[config.mk]
export PLATFORM = sky130hd
export DESIGN_NAME = command_redriver_parity_rank
export DESIGN_NICKNAME = d
export VERILOG_FILES = /design/src/verilog/redriver_pkg.sv /design/src/verilog/command_redriver_parity_rank.sv
export SDC_FILE = /design/constraint.sdc
export NUM_CORES = 1
export LEC_CHECK = 0
export BUFFER_PORTS_ARGS = -buffer_cell sky130_fd_sc_hd__clkbuf_2
export CORE_UTILIZATION = 57
export DETAILED_ROUTE_END_ITERATION = 12
export PLACE_DENSITY = 0.78
export RECOVER_POWER = 25
export SYNTH_ARGS = -nofsm -noshare
export SYNTH_HDL_FRONTEND = slang
export SYNTH_SLANG_ARGS = --single-unit
export TNS_END_PERCENT = 5
[constraint.sdc]
create_clock -name clk_sys -period 2.4 [get_ports clk_sys]
set_clock_uncertainty 0.05 [all_clocks]
set_input_delay 0.24 -clock clk_sys [delete_from_list [all_inputs] [get_ports clk_sys]]
set_output_delay 0.24 -clock clk_sys [all_outputs]
set_load 0.01 [all_outputs]
[src/verilog/redriver_pkg.sv]
// constants, types and state layout of the command redriver
// Behaviour
// - parity checking is switched on or off by a bit in a control word
// - host drives a parity bit per command; device compares it with sampled inputs
// - a parity mismatch is reported on the open-drain active-low alert output
// - with checking on, only commands without mismatch reach the DRAM devices
// - with checking off, every sampled command other than a control word write is forwarded regardless of parity
// - control word writes are parity checked too, unless checking is off
// - control words are written over the command bus or over the I2C slave
// - one load per input; signals are redriven to all DRAM devices
// - one incoming clock pair is redistributed to several output clock pairs
// - command, address and control are captured on the command clock pair
// - active-low chip-selects choose the DRAM rank for a command
// - three rank modes, chosen by a two-bit field of the configuration word
// - direct two-select mode maps each select straight onto one rank
// - four-rank modules use direct or encoded four-select mode
// - I2C slave answers at 0x58-0x5F, low three bits from slot address pins
package redriver_pkg;

  // ----------------------------------------
  // timing
  // ----------------------------------------
  localparam int CLK_NS    = 25;
  localparam int ALERT_NS  = 600;
  localparam int ALERT_CYC = (ALERT_NS + CLK_NS - 1) / CLK_NS;
  localparam logic [4:0] ALERT_LOAD = 5'(ALERT_CYC);

  // ----------------------------------------
  // command word layout
  // ----------------------------------------
  localparam int CMD_ADDR_W  = 18;
  localparam int CW_IDX_LSB  = 0;
  localparam int CW_DATA_LSB = 4;
  localparam int PAR_EN_BIT  = 0;

  localparam logic [3:0] CW_CONFIG_IDX = 4'h0;
  localparam logic [3:0] CW_PARITY_IDX = 4'hE;
  localparam logic [3:0] CW_RESET      = 4'h0;
  localparam logic [3:0] CS_IDLE       = 4'hF;
  localparam logic [3:0] I2C_BASE      = 4'hB;
  localparam logic [3:0] I2C_BYTE_BITS = 4'h8;

  typedef enum logic [1:0]
  {
    two_select_mode  = 2'b00,
    four_select_mode = 2'b01,
    four_encoded     = 2'b10
  } rank_mode_e;

  typedef enum logic [1:0]
  {
    I_IDLE = 2'b00,
    I_RX   = 2'b01,
    I_ACK  = 2'b10,
    I_SKIP = 2'b11
  } i2c_state_e;

  typedef struct packed
  {
    logic [3:0]            cs_n;
    logic                  cw_sel;
    logic [CMD_ADDR_W-1:0] addr;
  } cmd_s;

  typedef struct packed
  {
    logic [3:0]            cs_n;
    logic [CMD_ADDR_W-1:0] addr;
    logic                  valid;
  } drv_s;

  typedef struct packed
  {
    logic [2:0]      ck_sync;
    logic            ck_q;
    cmd_s            cmd1;
    cmd_s            cmd2;
    cmd_s            cmd3;
    logic [2:0]      par_sync;
    logic [2:0]      scl_sync;
    logic [2:0]      sda_sync;
    logic [2:0]      sa1;
    logic [2:0]      sa2;
    logic [2:0]      sa3;
    logic            scl_q;
    logic            sda_q;
    i2c_state_e      i2c;
    logic [3:0]      bitcnt;
    logic [7:0]      shreg;
    logic [1:0]      byte_no;
    logic [3:0]      idx;
    logic            sda_oe_n;
    logic [15:0][3:0] cw;
    logic [4:0]      alert_cnt;
    logic            alert_oe_n;
    drv_s            q;
    logic            ck_out;
  } st_s;

endpackage

[src/verilog/command_redriver_parity_rank.sv]
// command redriver with parity gate, control words, I2C slave and rank decode
`timescale 1ns/1ps
`default_nettype none
module command_redriver_parity_rank
#(
  parameter int NUM_CK_OUT = 4
)
(
  input  wire logic                    clk_sys,
  input  wire logic                    reset,
  input  wire logic                    cmd_clk_t,
  input  wire logic                    cmd_clk_c,
  input  wire redriver_pkg::cmd_s      cmd_in,
  input  wire logic                    cmd_parity_in,
  input  wire logic [2:0]              slot_addr,
  input  wire logic                    scl_in,
  input  wire logic                    sda_in,
  output logic                         sda_out,
  output logic                         sda_oe_n,
  output logic                         alert_out,
  output logic                         alert_oe_n,
  output redriver_pkg::drv_s           dram_cmd,
  output logic [NUM_CK_OUT-1:0]        ck_out_t,
  output logic [NUM_CK_OUT-1:0]        ck_out_c
);
  import redriver_pkg::*;

  initial
  begin
    if (NUM_CK_OUT < 1 || NUM_CK_OUT > 16)
      $error("NUM_CK_OUT out of range");
  end

  // ----------------------------------------
  // rank decode
  // ----------------------------------------
  // reserved mode code falls back to two-select so a bad config never floods all ranks
  function automatic logic [3:0] map_cs(input logic [1:0] mode, input logic [3:0] cs);
    logic [3:0] r;
    r = CS_IDLE;
    case (mode)
      four_select_mode: r = cs;
      four_encoded:     r = cs[0] ? CS_IDLE : ~(4'h1 << cs[2:1]);
      default:          r = {2'b11, cs[1:0]};
    endcase
    return r;
  endfunction

  st_s        st_ff;
  st_s        nxt_st;
  logic [1:0] rank_mode_field;
  logic       par_en;
  logic       ck_rise;
  logic       ev_cmd;
  logic       par_bad;
  logic [3:0] mapped_cs;
  logic [3:0] cw_idx;
  logic [3:0] cw_data;

  assign rank_mode_field = st_ff.cw[CW_CONFIG_IDX][1:0];
  assign par_en    = st_ff.cw[CW_PARITY_IDX][PAR_EN_BIT];
  assign ck_rise   = st_ff.ck_sync[1] & st_ff.ck_sync[2] & ~st_ff.ck_q;
  assign mapped_cs = map_cs(rank_mode_field, st_ff.cmd3.cs_n);
  assign ev_cmd    = ck_rise & (mapped_cs != CS_IDLE);
  // even parity: ones across qualified bits and parity bit must be even
  assign par_bad   = ^{st_ff.cmd3.cw_sel, st_ff.cmd3.addr, st_ff.par_sync[2]};
  assign cw_idx    = st_ff.cmd3.addr[CW_IDX_LSB +: 4];
  assign cw_data   = st_ff.cmd3.addr[CW_DATA_LSB +: 4];

  // ----------------------------------------
  // next state
  // ----------------------------------------
  always_comb
  begin
    logic scl_new;
    logic sda_new;
    logic scl_rise;
    logic scl_fall;
    logic i2c_start;
    logic i2c_stop;
    scl_new   = 1'b0;
    sda_new   = 1'b0;
    scl_rise  = 1'b0;
    scl_fall  = 1'b0;
    i2c_start = 1'b0;
    i2c_stop  = 1'b0;
    nxt_st = st_ff;
    // three-stage sampling, a change counts once stages two and three agree
    nxt_st.ck_sync  = {st_ff.ck_sync[1:0], cmd_clk_t & ~cmd_clk_c};
    nxt_st.par_sync = {st_ff.par_sync[1:0], cmd_parity_in};
    nxt_st.scl_sync = {st_ff.scl_sync[1:0], scl_in};
    nxt_st.sda_sync = {st_ff.sda_sync[1:0], sda_in};
    nxt_st.cmd1     = cmd_in;
    nxt_st.cmd2     = st_ff.cmd1;
    nxt_st.cmd3     = st_ff.cmd2;
    nxt_st.sa1      = slot_addr;
    nxt_st.sa2      = st_ff.sa1;
    nxt_st.sa3      = st_ff.sa2;
    if (st_ff.ck_sync[1] == st_ff.ck_sync[2])
      nxt_st.ck_q = st_ff.ck_sync[2];
    scl_new = (st_ff.scl_sync[1] == st_ff.scl_sync[2]) ? st_ff.scl_sync[2] : st_ff.scl_q;
    sda_new = (st_ff.sda_sync[1] == st_ff.sda_sync[2]) ? st_ff.sda_sync[2] : st_ff.sda_q;
    nxt_st.scl_q = scl_new;
    nxt_st.sda_q = sda_new;
    scl_rise  = ~st_ff.scl_q & scl_new;
    scl_fall  = st_ff.scl_q & ~scl_new;
    i2c_start = st_ff.scl_q & scl_new & st_ff.sda_q & ~sda_new;
    i2c_stop  = st_ff.scl_q & scl_new & ~st_ff.sda_q & sda_new;

    // clock fan-out follows the accepted command clock level
    nxt_st.ck_out = nxt_st.ck_q;

    // ----------------------------------------
    // I2C write-only slave
    // ----------------------------------------
    // reads are not served; a read address is left unacknowledged
    case (st_ff.i2c)
      I_IDLE: ;
      I_RX:
      begin
        if (scl_rise)
        begin
          nxt_st.shreg  = {st_ff.shreg[6:0], sda_new};
          nxt_st.bitcnt = st_ff.bitcnt + 4'h1;
        end
        if (scl_fall && st_ff.bitcnt == I2C_BYTE_BITS)
        begin
          nxt_st.bitcnt   = 4'h0;
          nxt_st.sda_oe_n = 1'b0;
          nxt_st.i2c      = I_ACK;
          if (st_ff.byte_no != 2'h3)
            nxt_st.byte_no = st_ff.byte_no + 2'h1;
          if (st_ff.byte_no == 2'h0)
          begin
            if (st_ff.shreg[7:1] != {I2C_BASE[3:0], st_ff.sa3} || st_ff.shreg[0])
            begin
              nxt_st.sda_oe_n = 1'b1;
              nxt_st.i2c      = I_SKIP;
            end
          end
          else if (st_ff.byte_no == 2'h1)
            nxt_st.idx = st_ff.shreg[3:0];
          else
          begin
            nxt_st.cw[st_ff.idx] = st_ff.shreg[3:0];
            nxt_st.idx           = st_ff.idx + 4'h1;
          end
        end
      end
      I_ACK:
      begin
        if (scl_fall)
        begin
          nxt_st.sda_oe_n = 1'b1;
          nxt_st.i2c      = I_RX;
        end
      end
      I_SKIP: ;
      default: nxt_st.i2c = I_IDLE;
    endcase
    if (i2c_start)
    begin
      nxt_st.i2c      = I_RX;
      nxt_st.bitcnt   = 4'h0;
      nxt_st.byte_no  = 2'h0;
      nxt_st.sda_oe_n = 1'b1;
    end
    else if (i2c_stop)
    begin
      nxt_st.i2c      = I_IDLE;
      nxt_st.sda_oe_n = 1'b1;
    end

    // ----------------------------------------
    // command path and parity gate
    // ----------------------------------------
    nxt_st.q.valid = 1'b0;
    if (st_ff.alert_cnt != 5'h0)
      nxt_st.alert_cnt = st_ff.alert_cnt - 5'h1;
    if (ev_cmd)
    begin
      if (par_en && par_bad)
        nxt_st.alert_cnt = ALERT_LOAD;
      else if (st_ff.cmd3.cw_sel)
        nxt_st.cw[cw_idx] = cw_data;
      else
      begin
        nxt_st.q.valid = 1'b1;
        nxt_st.q.cs_n  = mapped_cs;
        nxt_st.q.addr  = st_ff.cmd3.addr;
      end
    end
    nxt_st.alert_oe_n = (nxt_st.alert_cnt == 5'h0);

    if (reset)
    begin
      nxt_st            = '0;
      nxt_st.cmd1.cs_n  = CS_IDLE;
      nxt_st.cmd2.cs_n  = CS_IDLE;
      nxt_st.cmd3.cs_n  = CS_IDLE;
      nxt_st.scl_sync   = 3'h7;
      nxt_st.sda_sync   = 3'h7;
      nxt_st.scl_q      = 1'b1;
      nxt_st.sda_q      = 1'b1;
      nxt_st.i2c        = I_IDLE;
      nxt_st.sda_oe_n   = 1'b1;
      nxt_st.cw         = {16{CW_RESET}};
      nxt_st.alert_oe_n = 1'b1;
      nxt_st.q.cs_n     = CS_IDLE;
    end
  end

  always_ff @(posedge clk_sys)
  begin
    st_ff <= nxt_st;
  end

  // ----------------------------------------
  // outputs
  // ----------------------------------------
  assign sda_out    = 1'b0;
  assign alert_out  = 1'b0;
  assign sda_oe_n   = st_ff.sda_oe_n;
  assign alert_oe_n = st_ff.alert_oe_n;
  assign dram_cmd   = st_ff.q;
  assign ck_out_t   = {NUM_CK_OUT{st_ff.ck_out}};
  assign ck_out_c   = {NUM_CK_OUT{~st_ff.ck_out}};
endmodule
`default_nettype wire

==> results of run 1 <==
-- critical path, cell delays in order, from the launching register on --
cell and delay, ns:
dfxtp_1 0.34, inv_1 0.06, ha_1 0.35, or2_2 0.33, o211ai_1 0.10, a211oi_1 0.12
nor2_1 0.23, o211a_1 0.24, mux2_2 0.35
-- state kept, by name (all words and copies together) (netlist names) --
signal / cells
cw_data: 4
dram_cmd: 23
st_ff: 109
ck_out_t: 1
cw_idx: 4
alert_oe_n: 1
rank_mode_field: 2
sda_oe_n: 1
par_en: 1
-- per-stage QoR --
| step | area [µm²] | hold WS (ns) | util, % | setup WS (ns) | instances |
|---|---|---|---|---|---|
| final | 6790 | 0.358 | 69.5 | 0.132 | 787 |
| after global routing | 6790 | 0.374 | 69.5 | 0.0269 | 787 |
| after CTS | 6790 | 0.0826 | 69.5 | 0.131 | 787 |
| after detailed placement | 5950 | 0.344 | 60.9 | 0.160 | 724 |
| after global placement | 5950 | 0.342 | 60.9 | 0.262 | 724 |
| after floorplan | 5740 | 0.266 | - | 0.310 | 576 |
-- metal layers --
layer | vias to the layer above | part of all wire (%) | GRT usage (%)
li1 | 1977 | - | -
met1 | 1743 | 46 | 24.3
met2 | 70 | 50 | 33.0
met3 | 8 | 3.0 | 6.77
met4 | 0 | 0.73 | 6.04
met5 | - | 0 | 0
-- worst paths after layout --
check	start	endpoint	slack [ns]	depth (start not counted)
setup / recovery	rank_mode_field[0]	rank_mode_field[1]	0.13	8
hold / removal	st_ff[129]	st_ff[130]	0.36	1
setup reg to reg	rank_mode_field[0]	rank_mode_field[1]	0.13	8
hold reg to reg	st_ff[129]	st_ff[130]	0.36	1
-- report_power, final --
group	switching [µW]	internal [µW]	leakage, µW
combinational	222	247	0.00123
clock	1050	1290	0.000262
sequential	48.7	2520	0.00119
-- cell families (layout without fill, tap and decap cells) --
group / after synthesis / after routing / share of synthesized area [%]
flip-flops: 146 / 146 / 51.0
buffers and inverters: 73 / 151 / 7.31
multiplexers: 27 / 27 / 4.76
XOR/XNOR: 28 / 28 / 4.65
AO/OA/AOI/OAI: 61 / 61 / 6.85
adder cells (fa/ha/maj): 14 / 14 / 3.06
AND/OR/NAND/NOR: 225 / 225 / 22.3
other: 1 / 2 / 0.0654
-- cells in the mapped netlist (6+ instances only) --
cell type | n | area share [%]
mux2i_1 | 25 | 4.4
nor3_1 | 6 | 0.52
nor2b_1 | 77 | 8.4
o21ai_0 | 12 | 1.0
inv_1 | 16 | 1.0
buf_4 | 32 | 4.2
a21oi_1 | 21 | 1.8
nor2_1 | 31 | 2.0
nand2_1 | 29 | 1.9
ha_1 | 14 | 3.1
or2_2 | 21 | 2.3
nand2b_1 | 38 | 4.1
xor2_1 | 6 | 0.92
dfxtp_1 | 146 | 51
xnor2_1 | 20 | 3.1
clkbuf_1 | 22 | 1.4
-- area by class of cell --
type / count / area (µm²) / area share, %
multi-input cells: 357 / 2400 / 35.3
flip-flops and latches: 146 / 2920 / 43.0
repair buffers: 103 / 708 / 10.4
clock inverters: 15 / 120 / 1.77
clock buffers: 17 / 414 / 6.10
inverters: 16 / 60.1 / 0.884
well taps: 133 / 166 / 2.45
-- repair_timing --
action / CTS / global route
endpoints found under the setup margin: 0 / 15
resized for setup: 0 / 1
endpoints found under the hold margin: 30 / 0
hold buffers: 31 / 0
==> impl_metrics.toml, run 1 <==
[yosys]
yosysWarnings = 0
seq_area_frac_synth_pct = 51.0
synth-main-ff-cell = "dfxtp_1"
syn_inst = 575
synth.distinct_cells = 53
syn_area_um2 = 5730
async_flop_share_pct = 0
synth_edf_count = 0
avgSynthCellArea_um2 = 9.97
ys_ff_latch = 146

[timing]
finalHoldViolCount = 0
tightest_slew_ns = 1.71
rsz0062_at_grt = "no"
slew_headroom_pct = -13.7
slew_viol_final = 42
min_period_ns = 2.27
finalSetupViolCount = 0
setup-tns-final_ns = 0
timing.fmax_mhz = 441
fin_crit_sh_pct = 94.5

[layout]
syn2layout_area_growth_pct = 18.5
nets = 688
drive_gt1_share_pct = 19.7
n_antenna_cell = 0
nFillCells = 737
final_cell_mix = "146 x dfxtp_1, 77 x nor2b_1, 64 x clkbuf_2"
final_common_cell = "dfxtp_1"

[grt]
grt_usage_pct = 19.9
grt_pass1_wl_mm = 15.8
antenna_found_initial = 0
overflow = 0
grt_max_degree = 79
grt_pass1_vias = 3495

[power_and_ir_drop]
leakage_uw = 0.00269
report.power.total_uw = 5370
peakVddDrop_uv = 479
p_per_area_nw_per_um2 = 792

[floorplanning]
die_h_um = 102
rows = 36
die_x_um = 102
io_pins = 68
dieArea_um2 = 10500
core_area_um2 = 9770
start_util_pct = 58.6

[placement]
dpl.hpwl_mm = 6.18
portBuffers = 65
place.gp.congestion = 0.799

[drt]
ant_nets = 0
vias_per_cell = 4.83
vias = 3798
routedWlPerCell_um = 12.2
drc = 0
routed_wl_mm = 9.58
drt_pre_antenna_iters = 4
drt-initial-drc-count = 117

[worst_setup_path]
cp_max_fo = 6
cp-start-kind = "flop"
crit_type = "reg -> reg"
cp.required_ns = 2.75
arrival_ns = 2.61
cp-end-kind = "flop"

[job]
cap_violations = 1

[status]
status = "finished with violations"
violations = "capacitance limit, slew limit"

[clocking]
root_buffer = "clkbuf_8"
cts.sinks = 146
htree_levels = 4
cts_tree = "done"
path_clk_slew_ns = 0.06
clock_path_buffers = 2
post_cts_buffers = 0
clk-insertion-delay-late_ns = 0.51
numCtsBuffers = 17

[min_path]
hp-class = "reg -> reg"
Note: power is estimated with default switching activity, not from simulation.
==> run 2, diff against run 1 <==
Settings changed: ABC_AREA from default to 1, CORE_UTILIZATION 57 to 58, PLACE_DENSITY 0.78 to 0.79.
==> run 2 against run 1 <==
Compared with the run above:
- the run now ends clean
- via count increased by 19%
- critical path depth increased by 6
- cell count increased by 23%
- total power increased by 4.9%
- wire length increased by 14%
- synthesized area increased by 1.2%
- critical path type unchanged
- critical endpoint is now dram_cmd[20]
==> impl_metrics.toml, run 2 <==
[yosys]
avgSynthCellArea_um2 = 7.67
syn_inst = 756
synth_top_cells_by_count = "150 x nand2_1, 146 x dfxtp_1, 137 x inv_1, 100 x nor2_1, 45 x a21oi_1"
seq_area_frac_synth_pct = 50.4
synth-main-ff-cell = "dfxtp_1"
synth_simple_gate_area_share_pct = 22.5
async_flop_share_pct = 0
synth_top_family_by_area = "simple AND/OR/NAND/NOR gates"
synth.largest_area_cell = "dfxtp_1"
yosysMostFrequentCell = "nand2_1"
muxShareOfSynthArea_pct = 0.173
synth.distinct_cells = 30
ys_ff_latch = 146
synth_compound_area_share_pct = 7.27
synth_top_area_share_pct = 50.4
synthAdderAreaFrac_pct = 3.02
syn_area_um2 = 5800
synth_xor_area_share_pct = 1.66
synth_edf_count = 0
synthTopCellsByArea = "dfxtp_1 50%, nand2_1 9.7%, inv_1 8.9%"
yosysWarnings = 0

[clocking]
cts.sinks = 146
numCtsBuffers = 17
path_clk_slew_ns = 0.07
root_buffer = "clkbuf_8"
clk-insertion-delay-late_ns = 0.53
clock_path_buffers = 2
htree_levels = 4
cts_tree = "done"

[drt]
routed_wl_mm = 11.0
drt_pre_antenna_iters = 5
drc = 0
vias = 4525
drt-initial-drc-count = 203
routedWlPerCell_um = 11.3
vias_per_cell = 4.67
ant_nets = 0

[layout]
design_area_um2 = 6910
seq_area_um2 = 2920
drive_gt1_share_pct = 15.7
final_common_cell = "nand2_1"
largest_reg_flops = 109
multi_input_area_um2 = 2030
n_antenna_cell = 0
syn2layout_area_growth_pct = 19.2
nets = 869
final_cell_mix = "150 x nand2_1, 146 x dfxtp_1, 137 x inv_1"
nFillCells = 763
top_register = "st_ff"

[min_path]
hp-start = "reset"
hp-class = "in -> reg"

[placement]
dpl.hpwl_mm = 6.91
place.gp.congestion = 0.837
portBuffers = 65
placed_area_um2 = 5970

[worst_setup_path]
crit_buf_inv = 4
crit_top_cell = "nand2_1"
crit_type = "reg -> reg"
cp-end-kind = "flop"
worst_path_max_delay_cell = "ha_1"
crit_family = "simple AND/OR/NAND/NOR gates"
arrival_ns = 2.63
crit_path_start = "rank_mode_field[0]"
cp_max_fo = 10
cp.required_ns = 2.73
worstReg2RegStart = "rank_mode_field[0]"
worstPathCellList = "inv_1 > ha_1 > inv_1 > nand2_1 > o22ai_2 > nand2_1 > nor2_2 > nor2_1 > nand2_1 > inv_1 > nand3_4 > buf_4 > nand2_1 > nand3_1"
cp-start-kind = "flop"
slowest_delay_ns = 0.37

[job]
cap_violations = 0

[floorplanning]
rows = 36
start_util_pct = 59.6
io_pins = 68
die_x_um = 102
die_h_um = 102
dieArea_um2 = 10400
core_area_um2 = 9730

[timing]
slew_viol_final = 0
min_period_ns = 2.31
fin_crit_sh_pct = 96.2
setup-tns-final_ns = 0
finalHoldViolCount = 0
timing.fmax_mhz = 433
fin_hold_ws_ns = 0.136
slew_headroom_pct = 35.2
tightest_slew_ns = 0.971
finalSetupViolCount = 0

[grt]
overflow = 0
grt_max_degree = 61
grt_pass1_wl_mm = 18.3
grt_pass1_vias = 4278
antenna_found_initial = 0
grt_usage_pct = 22.8

[power_and_ir_drop]
peakVddDrop_uv = 504
leakage_uw = 0.00325
report.power.total_uw = 5640
p_per_area_nw_per_um2 = 816

[status]
status = "complete, no violations"
[run 2: path summary, 6_finish.rpt]
| path | end | slack, ns | cells past startpoint |
|---|---|---|---|
| hold reg to reg | cw_idx[3] | 0.35 | 2 |
| hold / removal | st_ff[26] | 0.14 | 2 |
| setup / recovery | dram_cmd[20] | 0.09 | 14 |
| setup reg to reg | dram_cmd[20] | 0.09 | 14 |
[run 2: through the flow]
| step | setup WS [ns] | utilization (%) | cells |
|---|---|---|---|
| floorplan | 0.556 | - | 757 |
| global placement | 0.302 | 61.3 | 903 |
| detailed placement | 0.0650 | 61.3 | 903 |
| CTS | 0.0208 | 70.6 | 966 |
| global route | -0.0541 | 71.1 | 968 |
| finish | 0.0921 | 71.1 | 968 |
[run 2: logic make-up after synthesis]
family / count (synthesis)
buf+inv: 193
fa+ha+maj: 14
simple gates: 310
other cells: 1
mux: 1
compound gates: 80
flops: 146
xor+xnor: 11
[run 2: layout make-up]
type / instances / share of cell area (%)
well taps: 133 / 2.41
clock inverters: 15 / 2.55
inverters: 139 / 7.66
clock buffers: 17 / 5.99
flip-flops and latches: 146 / 42.3
repair buffers: 100 / 9.74
multi-input cells: 418 / 29.4
[run 2: metal layers]
layer	global-route usage [%]	vias up	routed length, µm
met5	0	-	0
met4	8.57	0	199
met3	6.77	21	489
met2	38.7	115	5290
met1	27.2	2011	4980
li1	-	2378	-
[run 2: power breakdown]
part           switching (µW)  internal, µW  leakage, µW
Combinational             296           218      0.00177
Clock                    1200          1360     0.000290
Sequential               48.6          2520      0.00119
[run 2: repair_timing]
action	4_1_cts	5_1_grt
setup buffers	0	2
endpoints found under the setup margin	0	24
hold endpoints to repair	30	0
resized for setup	0	10
hold buffers	31	0
==> run 3, diff against run 2 <==
Settings changed: CTS_CLUSTER_SIZE from default to 8, SETUP_SLACK_MARGIN from default to 0.3.
==> run 3 against run 2 <==
Compared with the run above:
- sequential power barely moved
- register-to-register slack improved by 0.16 ns
- hold slack improved by 0.012 ns
- combinational power rose by 1%
- non-clock buffer count grew 7
- cell area is 3.0% higher
- core utilization increased by 2.1 points
- critical path depth is the same
- setup slack gained 0.16 ns
- flip-flop and latch count unchanged
- wire length is 8.1% higher
- sequential share of layout area shrank 1.1 points
- critical path type unchanged
- largest cell class unchanged
==> impl_metrics.toml, run 3 (synthesized netlist as in run 2, its figures left out) <==
[clocking]
path_clk_slew_ns = 0.07
htree_levels = 4
numCtsBuffers = 17
root_buffer = "clkbuf_8"
clock_path_buffers = 2
cts_tree = "done"
clk-insertion-delay-late_ns = 0.53
cts.sinks = 146

[worst_setup_path]
crit_type = "reg -> reg"
cp_max_fo = 7
arrival_ns = 2.48
endpoint = "dram_cmd[12]"
cp-start-kind = "flop"
r2r_end = "dram_cmd[12]"
worstReg2RegStart = "rank_mode_field[0]"
ff2ff_setup_slack_ns = 0.25
crit_path_start = "rank_mode_field[0]"
cp-end-kind = "flop"
reg2reg_depth = 14
cp.required_ns = 2.74

[drt]
drt-initial-drc-count = 277
routed_wl_mm = 11.8
ant_nets = 0
drc = 0
drt_pre_antenna_iters = 5
vias_per_cell = 4.79
routedWlPerCell_um = 12.1
vias = 4675

[floorplanning]
die_x_um = 102
die_h_um = 102
core_area_um2 = 9730
dieArea_um2 = 10400
start_util_pct = 59.6
rows = 36
io_pins = 68

[power_and_ir_drop]
leakage_uw = 0.00332
peakVddDrop_uv = 514
p_per_area_nw_per_um2 = 794

[layout]
final_cell_mix = "142 x nand2_1, 137 x dfxtp_1, 133 x inv_1"
utilization_pct = 73.2
nets = 877
largest_reg_flops = 109
syn2layout_area_growth_pct = 22.8
top_register = "st_ff"
nFillCells = 712
drive_gt1_share_pct = 20.0
final_common_cell = "nand2_1"
n_antenna_cell = 0

[grt]
grt_max_degree = 61
antenna_found_initial = 0
overflow = 0
grt_pass1_vias = 4323
grt_pass1_wl_mm = 18.5
grt_usage_pct = 23.1

[timing]
timing.fmax_mhz = 466
tightest_slew_ns = 0.985
slew_headroom_pct = 34.3
rsz0062_at_grt = "yes"
min_period_ns = 2.15
fin_crit_sh_pct = 89.4
setup-tns-final_ns = 0
finalHoldViolCount = 0
finalSetupViolCount = 0
slew_viol_final = 0

[placement]
place.gp.congestion = 0.837
portBuffers = 65
dpl.hpwl_mm = 6.91

[status]
status = "complete, no violations"

[job]
cap_violations = 0

[min_path]
hp-class = "in -> reg"
==> run 3: through the flow <==
step	cell area (µm²)	std cells	power, µW	hold slack, ns	worst slack (ns)
after floorplan	5800	757	2970	0.262	0.556
final	7120	976	5660	0.148	0.254
after detailed placement	5970	903	3080	0.342	0.0650
after global placement	5970	903	3060	0.342	0.302
after CTS	6940	969	5660	0.131	0.299
after global routing	7120	976	5880	0.140	0.173
==> run 3: report_power, final <==
group / leakage (µW) / total [µW] / internal (µW) / switching [µW]
logic: 0.00184 / 518 / 220 / 298
clock network: 0.000290 / 2570 / 1360 / 1210
registers: 0.00120 / 2570 / 2520 / 49.4
==> run 3: worst max-delay path: stages, from the launching register on <==
cell     delay, ns
dfxtp_2       0.34
inv_2         0.06
ha_4          0.32
inv_4         0.04
nand2_4       0.10
o22ai_4       0.09
nand2_2       0.09
nor2_2        0.04
nor2_2        0.13
nand2_2       0.10
inv_4         0.09
nand3_4       0.21
buf_8         0.22
nand2_1       0.07
a21oi_1       0.07
==> run 3: worst min path at each step <==
stage | start | endpoint | slack [ns] | cells past startpoint
after floorplan | cmd_clk_c | st_ff[205] | 0.26 | 1
after global placement | st_ff[190] | st_ff[167] | 0.34 | 2
after detailed placement | st_ff[163] | cw_data[1] | 0.34 | 2
after CTS | reset | st_ff[120] | 0.13 | 2
after global routing | reset | st_ff[118] | 0.14 | 2
final | reset | st_ff[26] | 0.15 | 2
==> run 3: final cells by class <==
type / count / area [µm²] / share of cell area, %
timing repair buffer: 107 / 754 / 10.6
sequential: 146 / 2930 / 41.2
timing repair inverter: 1 / 8.76 / 0.123
tap: 133 / 166 / 2.34
clock buffer: 17 / 414 / 5.82
clock inverter: 15 / 176 / 2.48
multi-input combinational: 418 / 2130 / 29.9
inverter: 139 / 539 / 7.57
==> run 3: routing by layer <==
layer,up-vias,global-route usage (%),part of all wire [%]
met5,-,0,0
met4,0,9.01,2.7
met3,31,6.84,4.8
met2,143,39.6,49
met1,2108,27.2,43
li1,2393,-,-
==> run 3: repair_timing <==
item,CTS,global route
endpoints found under the hold margin,30,0
setup endpoints to repair,25,30
setup buffers,3,5
hold buffers,31,0
pin swaps,1,10
gates resized for setup,11,39
cloned,0,2
